File: config.mk
export PLATFORM = sky130hd
export DESIGN_NAME = cwg_top
export DESIGN_NICKNAME = d
export VERILOG_FILES = /design/src/cwg_pkg.sv /design/src/cwg_deadband.sv /design/src/cwg_top.sv
export VERILOG_INCLUDE_DIRS = /design/src
export SDC_FILE = /design/constraint.sdc
export NUM_CORES = 1
export LEC_CHECK = 0
export BUFFER_PORTS_ARGS = -buffer_cell sky130_fd_sc_hd__buf_2
export CAP_MARGIN = 40
export CORE_ASPECT_RATIO = 0.8
export CORE_MARGIN = 2
export CORE_UTILIZATION = 58
export DETAILED_ROUTE_END_ITERATION = 7
export PLACE_DENSITY = 0.79
export RECOVER_POWER = 100
export SYNTH_ARGS = -nofsm -noshare
export SYNTH_HDL_FRONTEND = slang
export SYNTH_SLANG_ARGS = --single-unit
File: constraint.sdc
create_clock -name clock_i -period 2.5 [get_ports clock_i]
set_clock_uncertainty 0.15 [all_clocks]
set_input_delay 0.625 -clock clock_i [delete_from_list [all_inputs] [get_ports clock_i]]
set_output_delay 0.625 -clock clock_i [all_outputs]
set_load 0.02 [all_outputs]
File: src/cwg_regs.svh
`ifndef CWG_REGS_SVH
`define CWG_REGS_SVH
// Function
// Enable bit runs generator; resets zero
// Output reaches pin only when enabled
// Polarity bit inverts each output
// Clock select: HF oscillator or system
// Output B shutdown level encoding
// Output A shutdown level encoding
// Input source select, resets to first PWM
// Shutdown status overrides output enables
// Status bit writable, hardware sets/clears
// Auto-restart enable selects restart mode
// Logic cell high forces shutdown when enabled
// Fault pin low forces shutdown when enabled
// Rising dead band N to N+1 counts
// Falling dead band zero means bypass
// Unimplemented bits read zero
// Rise: B off now, A after delay
// Fall: A off now, B after delay
// Shutdown inputs level sensitive, block clearing
// Resume on first rising edge after clear
// Synchronise inputs into generator clock domain

// Register offsets
`define CWG_OFS_CON0 3'h0
`define CWG_OFS_CON1 3'h1
`define CWG_OFS_CON2 3'h2
`define CWG_OFS_DBR  3'h3
`define CWG_OFS_DBF  3'h4

// Field positions
`define CWG_EN_BIT    7
`define CWG_OEB_BIT   6
`define CWG_OEA_BIT   5
`define CWG_POLB_BIT  4
`define CWG_POLA_BIT  3
`define CWG_CS_BIT    0
`define CWG_ASE_BIT   7
`define CWG_ARS_BIT   6
`define CWG_SLC_BIT   1
`define CWG_SFLT_BIT  0

// Writable masks and reset values
`define CWG_CON0_MASK 8'hf9
`define CWG_CON1_MASK 8'hf3
`define CWG_CON2_MASK 8'hc3
`define CWG_DB_MASK   8'h3f
`define CWG_RST_VAL   8'h00

// Shutdown level codes
`define CWG_SD_HIGH   2'h3
`define CWG_SD_LOW    2'h2
`define CWG_SD_TRI    2'h1
`define CWG_SD_INACT  2'h0
`endif

File: src/cwg_pkg.sv
package cwg_pkg;
  typedef enum logic [1:0] {
    CWG_SRC_PWM1 = 2'h0,
    CWG_SRC_PWM2 = 2'h1,
    CWG_SRC_OSC  = 2'h2,
    CWG_SRC_LC   = 2'h3
  } cwg_src_e;
  typedef logic [5:0] cwg_db_t;
endpackage

File: src/cwg_deadband.sv
`timescale 1ns/1ps
// One dead-band delay: output rises DB+1 ticks after input rises (DB zero bypasses), falls at once
module cwg_deadband
  import cwg_pkg::*;
(
  // Clock and reset
  input  wire logic    clock_i,
  input  wire logic    rst_n_i,
  // Control
  input  wire logic    tick_i,
  input  wire logic    in_i,
  input  wire cwg_db_t count_i,
  // Result
  output logic         out_o
);
  cwg_db_t cnt_reg;
  cwg_db_t cnt_next;
  logic    out_reg;
  logic    out_next;

  // Count ticks since input went high; zero count bypasses
  always_comb begin
    cnt_next = cnt_reg;
    out_next = out_reg;
    if (!in_i) begin
      cnt_next = '0;
      out_next = 1'b0;
    end else if (count_i == '0) begin
      out_next = 1'b1;
    end else if (tick_i && !out_reg) begin
      if (cnt_reg == count_i) begin
        out_next = 1'b1;
      end else begin
        cnt_next = cnt_reg + 6'h01;
      end
    end
  end

  always_ff @(posedge clock_i or negedge rst_n_i) begin
    if (!rst_n_i) begin
      cnt_reg <= '0;
      out_reg <= 1'b0;
    end else begin
      cnt_reg <= cnt_next;
      out_reg <= out_next;
    end
  end

  assign out_o = out_reg;
endmodule // cwg_deadband

File: src/cwg_top.sv
`timescale 1ns/1ps
`include "cwg_regs.svh"
// Complementary waveform generator with dead band and auto-shutdown
module cwg_top
  import cwg_pkg::*;
(
  // Clock and reset
  input  wire logic       clock_i,
  input  wire logic       rst_n_i,
  // Register port
  input  wire logic [2:0] addr_i,
  input  wire logic [7:0] wdata_i,
  input  wire logic       wr_i,
  input  wire logic       rd_i,
  output logic      [7:0] rdata_o,
  // Generator clock enables
  input  wire logic       sys_tick_i,
  input  wire logic       hf_tick_i,
  // Waveform and shutdown sources (asynchronous)
  input  wire logic       first_pwm_output_i,
  input  wire logic       second_pwm_output_i,
  input  wire logic       oscillator_output_i,
  input  wire logic       logic_cell_output_i,
  input  wire logic       fault_input_n_i,
  // Output pins
  output logic            output_a_o,
  output logic            output_a_oe_n_o,
  output logic            output_b_o,
  output logic            output_b_oe_n_o
);
  // Reset release synchroniser
  logic rst_s1_reg;
  logic rst_s2_reg;
  always_ff @(posedge clock_i or negedge rst_n_i) begin
    if (!rst_n_i) begin
      rst_s1_reg <= 1'b0;
      rst_s2_reg <= 1'b0;
    end else begin
      rst_s1_reg <= 1'b1;
      rst_s2_reg <= rst_s1_reg;
    end
  end
  wire rst_n = rst_s2_reg;

  // Two-stage synchronisers for every async input
  logic [4:0] async_in;
  logic [4:0] sync1_reg;
  logic [4:0] sync2_reg;
  assign async_in = {fault_input_n_i, logic_cell_output_i, oscillator_output_i,
                     second_pwm_output_i, first_pwm_output_i};
  always_ff @(posedge clock_i or negedge rst_n) begin
    if (!rst_n) begin
      sync1_reg <= 5'h10; // Fault pin idles high
      sync2_reg <= 5'h10;
    end else begin
      sync1_reg <= async_in;
      sync2_reg <= sync1_reg;
    end
  end

  // Registers and their next values
  logic [7:0] con0_reg;
  logic [7:0] con0_next;
  logic [7:0] con1_reg;
  logic [7:0] con1_next;
  logic [7:0] con2_reg;
  logic [7:0] con2_next;
  logic [7:0] dbr_reg;
  logic [7:0] dbr_next;
  logic [7:0] dbf_reg;
  logic [7:0] dbf_next;
  logic [7:0] rdata_reg;
  logic [7:0] rdata_next;

  // Decoded fields
  wire       mod_en     = con0_reg[`CWG_EN_BIT];
  wire       out_b_en   = con0_reg[`CWG_OEB_BIT];
  wire       out_a_en   = con0_reg[`CWG_OEA_BIT];
  wire       out_b_inv  = con0_reg[`CWG_POLB_BIT];
  wire       out_a_inv  = con0_reg[`CWG_POLA_BIT];
  wire       clk_sel    = con0_reg[`CWG_CS_BIT];
  wire [1:0] out_b_sdl  = con1_reg[7:6];
  wire [1:0] out_a_sdl  = con1_reg[5:4];
  wire [1:0] src_sel    = con1_reg[1:0];
  wire       sd_status  = con2_reg[`CWG_ASE_BIT];
  wire       auto_rst   = con2_reg[`CWG_ARS_BIT];
  wire       lc_sd_en   = con2_reg[`CWG_SLC_BIT];
  wire       flt_sd_en  = con2_reg[`CWG_SFLT_BIT];

  // Shutdown request is a level, not an edge
  logic sd_req;
  assign sd_req = (lc_sd_en && sync2_reg[3])
                | (flt_sd_en && !sync2_reg[4]);

  // Selected input
  logic src_sel_in;
  always_comb begin
    case (cwg_src_e'(src_sel))
      CWG_SRC_PWM1: src_sel_in = sync2_reg[0];
      CWG_SRC_PWM2: src_sel_in = sync2_reg[1];
      CWG_SRC_OSC:  src_sel_in = sync2_reg[2];
      CWG_SRC_LC:   src_sel_in = sync2_reg[3];
      default:      src_sel_in = sync2_reg[0];
    endcase
  end

  // Edge detect and restart arming
  logic src_prev_reg;
  logic src_prev_next;
  logic run_reg;
  logic run_next;
  // History resets low; harmless, the generator is off until enabled
  wire  rise = src_sel_in && !src_prev_reg;

  // Register writes; hardware set of status wins over software clear
  always_comb begin
    con0_next = con0_reg;
    con1_next = con1_reg;
    con2_next = con2_reg;
    dbr_next  = dbr_reg;
    dbf_next  = dbf_reg;
    if (wr_i) begin
      case (addr_i)
        `CWG_OFS_CON0: con0_next = wdata_i & `CWG_CON0_MASK;
        `CWG_OFS_CON1: con1_next = wdata_i & `CWG_CON1_MASK;
        `CWG_OFS_CON2: con2_next = wdata_i & `CWG_CON2_MASK;
        `CWG_OFS_DBR:  dbr_next  = wdata_i & `CWG_DB_MASK;
        `CWG_OFS_DBF:  dbf_next  = wdata_i & `CWG_DB_MASK;
        default: ;
      endcase
    end
    if (sd_req) begin
      con2_next[`CWG_ASE_BIT] = 1'b1;
    end else if (auto_rst && sd_status) begin
      con2_next[`CWG_ASE_BIT] = 1'b0;
    end
  end

  // Read mux, data valid the cycle after the strobe
  always_comb begin
    rdata_next = 8'h00;
    if (rd_i) begin
      case (addr_i)
        `CWG_OFS_CON0: rdata_next = con0_reg;
        `CWG_OFS_CON1: rdata_next = con1_reg;
        `CWG_OFS_CON2: rdata_next = con2_reg;
        `CWG_OFS_DBR:  rdata_next = dbr_reg;
        `CWG_OFS_DBF:  rdata_next = dbf_reg;
        default:       rdata_next = 8'h00;
      endcase
    end
  end

  // Restart waits for a rising edge after status clears
  always_comb begin
    src_prev_next = src_sel_in;
    run_next      = run_reg;
    if (!mod_en || sd_status) begin
      run_next = 1'b0;
    end else if (rise) begin
      run_next = 1'b1;
    end
  end

  // Control registers
  always_ff @(posedge clock_i or negedge rst_n) begin
    if (!rst_n) begin
      con0_reg <= `CWG_RST_VAL;
      con1_reg <= `CWG_RST_VAL;
      con2_reg <= `CWG_RST_VAL;
      dbr_reg  <= `CWG_RST_VAL;
      dbf_reg  <= `CWG_RST_VAL;
    end else begin
      con0_reg <= con0_next;
      con1_reg <= con1_next;
      con2_reg <= con2_next;
      dbr_reg  <= dbr_next;
      dbf_reg  <= dbf_next;
    end
  end

  // Read data register; zero outside the cycle after a read strobe
  always_ff @(posedge clock_i or negedge rst_n) begin
    if (!rst_n) begin
      rdata_reg <= 8'h00;
    end else begin
      rdata_reg <= rdata_next;
    end
  end
  assign rdata_o = rdata_reg;

  // Edge history and run flag
  always_ff @(posedge clock_i or negedge rst_n) begin
    if (!rst_n) begin
      src_prev_reg <= 1'b0;
      run_reg      <= 1'b0;
    end else begin
      src_prev_reg <= src_prev_next;
      run_reg      <= run_next;
    end
  end

  // Generator tick from chosen clock source
  logic gen_tick;
  assign gen_tick = clk_sel ? hf_tick_i : sys_tick_i;

  // Drive waveform held low until running; during shutdown it goes low too
  logic wave;
  assign wave = mod_en && run_reg && src_sel_in;
  logic wave_n;
  assign wave_n = mod_en && !(run_reg && src_sel_in);

  logic a_raw;
  logic b_raw;
  // A follows input after rising delay, B after falling delay
  cwg_deadband u_db_rise (
    .clock_i (clock_i),
    .rst_n_i (rst_n),
    .tick_i  (gen_tick),
    .in_i    (wave),
    .count_i (dbr_reg[5:0]),
    .out_o   (a_raw)
  );
  cwg_deadband u_db_fall (
    .clock_i (clock_i),
    .rst_n_i (rst_n),
    .tick_i  (gen_tick),
    .in_i    (wave_n),
    .count_i (dbf_reg[5:0]),
    .out_o   (b_raw)
  );

  // Output stage: polarity, shutdown overrides, enables
  logic a_next;
  logic a_oe_n_next;
  logic b_next;
  logic b_oe_n_next;
  logic a_reg;
  logic a_oe_n_reg;
  logic b_reg;
  logic b_oe_n_reg;
  always_comb begin
    a_next      = a_raw ^ out_a_inv;
    b_next      = b_raw ^ out_b_inv;
    a_oe_n_next = !(mod_en && out_a_en);
    b_oe_n_next = !(mod_en && out_b_en);
    if (mod_en && sd_status) begin
      // Overrides ignore polarity except the inactive code
      case (out_a_sdl)
        `CWG_SD_HIGH: begin
          a_next      = 1'b1;
          a_oe_n_next = 1'b0;
        end
        `CWG_SD_LOW: begin
          a_next      = 1'b0;
          a_oe_n_next = 1'b0;
        end
        `CWG_SD_TRI: begin
          a_next      = 1'b0; // Parked low, so no stale level when re-driven
          a_oe_n_next = 1'b1;
        end
        default: begin
          a_next      = a_raw ^ out_a_inv;
          a_oe_n_next = 1'b0;
        end
      endcase
      case (out_b_sdl)
        `CWG_SD_HIGH: begin
          b_next      = 1'b1;
          b_oe_n_next = 1'b0;
        end
        `CWG_SD_LOW: begin
          b_next      = 1'b0;
          b_oe_n_next = 1'b0;
        end
        `CWG_SD_TRI: begin
          b_next      = 1'b0; // Parked low, so no stale level when re-driven
          b_oe_n_next = 1'b1;
        end
        default: begin
          b_next      = b_raw ^ out_b_inv;
          b_oe_n_next = 1'b0;
        end
      endcase
    end
  end

  always_ff @(posedge clock_i or negedge rst_n) begin
    if (!rst_n) begin
      a_reg      <= 1'b0;
      b_reg      <= 1'b0;
      a_oe_n_reg <= 1'b1;
      b_oe_n_reg <= 1'b1;
    end else begin
      a_reg      <= a_next;
      b_reg      <= b_next;
      a_oe_n_reg <= a_oe_n_next;
      b_oe_n_reg <= b_oe_n_next;
    end
  end
  assign output_a_o      = a_reg;
  assign output_b_o      = b_reg;
  assign output_a_oe_n_o = a_oe_n_reg;
  assign output_b_oe_n_o = b_oe_n_reg;
endmodule // cwg_top

Word-level counts from Yosys, hierarchy flattened
Cells that the tools add are included. Widths: inputs -> output; s select.

Register bits: 68. Input port bits: 22. Output and inout bits: 12. Logic and storage cells: 126.

$add $sub $neg: 2. Eq/ne operators: 25. Muxes and demuxes: 34. Bitwise logic cells: 3. Reduce and logical (&&, ||, !) cells: 41.

Operators by type and width (count): $mux 6 (8); $pmux 8 s5 (1); $mux 8 (3); $mux 1 (19); $reduce_and 2->1 (8); $logic_and 1x1->1 (13); $add 6x1->6 const B (2); $eq 2x2->1 const B (6); $eq 6x6->1 (2); $logic_not 6->1 (2); $ne 2x2->1 const B (6); $ne 3x3->1 const B (4); $logic_not 1->1 (8); $eq 2x1->1 const B (3); $eq 3x2->1 const B (2); $reduce_and 3->1 (2); $reduce_bool 3->1 (2); $pmux 1 s2 (2); $pmux 1 s4 (1); $reduce_or 2->1 (2); $eq 3x1->1 const B (1); $eq 3x3->1 const B (1); $logic_not 3->1 (1); $logic_not 2->1 (1); other kinds (4) (5).

Longest topological paths before layout
Depth in word-level cells: 7. Depth in mapped cells: 6. Mapped depth without buffers: 5.

Modules after synthesis
Synthesis repeated with hierarchy kept, for this count alone.

Cells, all modules: 254. Area, all modules: 3100.5 µm².

By module, submodules not included: cwg_top (times used 1, cells an instance 160, area each 2219.6 µm², sequential area each 1356.3 µm²); cwg_deadband (times used 2, cells an instance 47, area each 440.4 µm², sequential area each 175.2 µm²).

Worst setup path after synthesis
Ideal clock, no wire load.

Path kind: input-to-reg. Start point: in addr_i[2]. End point: reg con2_reg[7]. Setup time: 0.126 ns. Arrival: 1.608 ns. Data required time: 2.224 ns. Path slack: 0.616 ns. Stages: 5. Path buffers: 0. Cells stage by stage: nand2b_1 > nor3b_2 > mux2i_1 > a21oi_1 > a221o_1.

Cells in the longest elaborated chain, start to end: 3.

Ends and longest elaborated chain: start: declaration (RTL line cwg_top.sv:11) `input wire logic [2:0] addr_i,`; $eq 3x2->1 (RTL line cwg_top.sv:123) `case (addr_i)`; $reduce_bool 3->1 (no source line); $reduce_and 2->1 (no source line); end signal: assignment (RTL line cwg_top.sv:170) `` con2_reg <= `CWG_RST_VAL; ``; end signal: assignment (RTL line cwg_top.sv:176) `con2_reg <= con2_next;`; end: declaration (RTL line cwg_top.sv:66) `logic [7:0] con2_reg;`.

Every way passes these cells. A chain may end at the register's enable or synchronous reset.

Worst setup path after layout
Start point: in addr_i[2]. End point: reg con0_reg[7].

Cells in the longest elaborated chain, start to end: 2.

Ends and longest elaborated chain: $logic_not 3->1 (RTL line cwg_top.sv:123); $reduce_and 2->1 (no source line); end signal: assignment (RTL line cwg_top.sv:168) `` con0_reg <= `CWG_RST_VAL; ``; end signal: assignment (RTL line cwg_top.sv:174) `con0_reg <= con0_next;`; end: declaration (RTL line cwg_top.sv:62) `logic [7:0] con0_reg;`.

Every way passes these cells.

==> run_results.csv <==
group,metric,value,unit
status,status,"completed",
drt,wl,6020,µm
sta,max_freq,451,MHz
sta,tns,0,ns
cts,cts_buffers,9,
yosys,ys_seq_area_share,56.3,%
drt,wl_per_cell,16.7,µm
global_routing,grt_pass1_wl,9710,µm
yosys,ys_types,43,
worst_setup_path,cp_max_fo,13,
worst_setup_path,crit_family,"simple AND/OR/NAND/NOR gates",
global_routing,antenna_found_initial,0,
yosys,yosysWarnings,0,
worst_hold_path,hp-class,"reg -> reg",
worst_setup_path,crit_slowest_cell,"nor3_1",
worst_setup_path,critPathCaptureType,"flip-flop",
floorplan,io_pins,34,
sta,final_max_slew_viol_count,0,
yosys,synth_flop_cell,"dfrtp_1",
yosys,avgSynthCellArea,11.9,µm²
flow_run,drv_cap,0,
yosys,synth_edf_count,0,
drt,drcViolationCount,0,
drt,vias,2064,
yosys,synth_area_leaders,"dfrtp_1 53%, mux2_2 12%, xnor2_1 3.8%, dfstp_2 3.5%, o21ai_0 2.8%",
global_routing,grt_use_total,22.4,%
yosys,async_flop_share,100,%
placement,dp_cells,344,
cts,htree_levels,3,
cts,clk-insertion-delay-late,0.35,ns
placement,io_buffers,33,
sta,finalSetupViolations,0,
layout,fillers,369,
yosys,ys_ff_latch,68,
floorplan,fp.dieH,68.7,µm
worst_setup_path,crit_required,2.58,ns
worst_setup_path,cpPeakStageDelay,0.70,ns
drt,postRouteAntennaNets,0,
yosys,synth_commonest_cells,"64 x dfrtp_1, 31 x mux2_2, 17 x nand2_1, 17 x o21ai_0, 15 x nor2_1",
layout,areaGrowthSynthToFinish,15.3,%
floorplan,core_area,0.00504,mm²
power_and_ir_drop,leakagePower,1.53,nW
layout,antenna_cells,0,
global_routing,grt_max_degree,41,
floorplan,fp.dieW,84.9,µm
floorplan,start_util,60.2,%
cts,cts_resized,0,
yosys,yosys.area.top_type,"dfrtp_1",
yosys,synth_top_cell_area_share,52.8,%
sta,min_period,2.22,ns
placement,dp_hpwl,4220,µm
worst_setup_path,cp.arrival,2.30,ns
yosys,synth_nets,279,
worst_setup_path,path_cells,"clkbuf_1 -> nand2b_1 -> nor3_1 -> mux2_2",
layout,nNetsFinal,318,
cts,clkSinkCount,68,
cts,clk_pin_slew,0.07,ns
worst_setup_path,startpoint_type,"input port",
floorplan,row_count,23,
power_and_ir_drop,vdd_drop_max,0.000682,V
drt,first_pass_iters,4,
worst_setup_path,crit_type,"in -> reg",
global_routing,grt_overflow_total,0,
placement,gp_congestion,0.895,
power_and_ir_drop,pwr_density_cell,902,mW/mm²
yosys,syn_area,0.00303,mm²
sta,hold_viol_final,0,
cts,cts_tree,"built",
sta,timing.final.crit_share,88.6,%
yosys,synth_cells,255,
layout,instances_no_fill,361,
sta,slew_headroom,28.8,%
layout,largest_register_ff_count,8,
yosys,synthMostInstantiatedCell,"dfrtp_1",
drt,viasPerCell,5.72,
layout,drive_gt1_share,23.7,%
sta,rsz0062_at_grt,"false",
cts,cts_root_buffer,"clkbuf_8",
sta,worst_pin_slew,1.07,ns
drt,drt_iter0_drc,123,
cts,clockBufferDepth,2,
global_routing,grt_pass1_vias,1965,
floorplan,die_area,0.00583,mm²
worst_setup_path,crit_buf_inv,1,
-- area by class of cell --
cell class | count | area (µm²) | share of cell area, %
Sequential cell | 68 | 1710 | 48.8
Clock inverter | 6 | 136 | 3.90
Clock buffer | 10 | 128 | 3.65
Tap cell | 62 | 77.6 | 2.22
Multi-Input combinational cell | 174 | 1250 | 35.8
Timing Repair Buffer | 36 | 180 | 5.15
Inverter | 5 | 18.8 | 0.536
-- cell families after synthesis --
kind of cell	Yosys count	share of synthesized area (%)
xor gates and xnor gates	18	5.20
muxes	38	14.2
adders and majority gates	2	0.825
AOI/OAI and AO/OA	43	8.66
other	1	0.124
DFF	68	56.3
and+or+nand+nor	72	12.9
buffers and inverters	13	1.77
-- routing by layer --
layer	global-route usage, %	vias to the layer above	routed length [µm]
li1	-	977	-
met1	31.1	1017	2870
met5	0	-	0
met3	7.98	12	359
met2	33.0	58	2690
met4	8.13	0	108
-- repair_timing --
action / 4_1_cts / 5_1_grt
hold buffers: 1 / 0
hold endpoints to repair: 2 / 0
buffers inserted: 0 / 0
-- worst reg2reg max path, stage by stage (launching register included) --
cell and delay (ns):
dfrtp_1 0.39, mux4_2 0.57, nand2_1 0.14, nand2_1 0.16, or4_1 0.56, nand2_1 0.08
-- cell usage in the layout (no fill, tap or decap), types with 3 or more instances in the layout --
| cell type | n |
|---|---|
| clkbuf_1 | 17 |
| clkbuf_8 | 9 |
| a21oi_1 | 11 |
| o211ai_1 | 5 |
| dfstp_2 | 4 |
| xnor2_1 | 13 |
| and3_1 | 4 |
| nand4_1 | 3 |
| nand2_1 | 19 |
| buf_2 | 18 |
| or3_1 | 4 |
| o21ai_0 | 17 |
| inv_1 | 5 |
| xor2_1 | 5 |
| and2_0 | 4 |
| mux2_2 | 30 |
| mux2i_1 | 6 |
| nor2_1 | 15 |
| nand3_1 | 8 |
| nor2b_1 | 3 |
| dfrtp_1 | 64 |
| bufinv_16 | 4 |
-- final timing paths --
| path | end | cells after the start | from | slack [ns] |
|---|---|---|---|---|
| setup / recovery | con0_reg[7] | 4 | addr_i[2] | 0.28 |
| hold / removal | sync2_reg[0] | 0 | sync1_reg[0] | 0.20 |
| setup reg to reg | u_db_fall.cnt_reg[5] | 5 | con1_reg[0] | 0.39 |
| hold reg to reg | sync2_reg[0] | 0 | sync1_reg[0] | 0.20 |
| max in group asynchronous | output_a_oe_n_o | 1 | rst_n | 1.08 |
| min in group asynchronous | rdata_o[0] | 0 | rst_n | 0.30 |
-- stage by stage --
stage               utilization (%)  total power, W  hold WS [ns]  cell area [µm²]  worst slack (ns)
global placement               64.9         0.00198         0.133             3270             0.357
CTS                            70.4         0.00319         0.145             3540             0.492
global route                   69.5         0.00330         0.202             3500             0.222
finish                         69.5         0.00316         0.195             3500             0.285
detailed placement             64.9         0.00201         0.139             3270             0.291
floorplan                         -         0.00183         0.179             3030             0.323
-- power breakdown --
| group | internal, W | switching (W) |
|---|---|---|
| combinational | 0.000244 | 0.000272 |
| clock | 0.000765 | 0.000422 |
| sequential | 0.00127 | 0.000179 |
No activity file was read; power rests on OpenSTA's default activity.
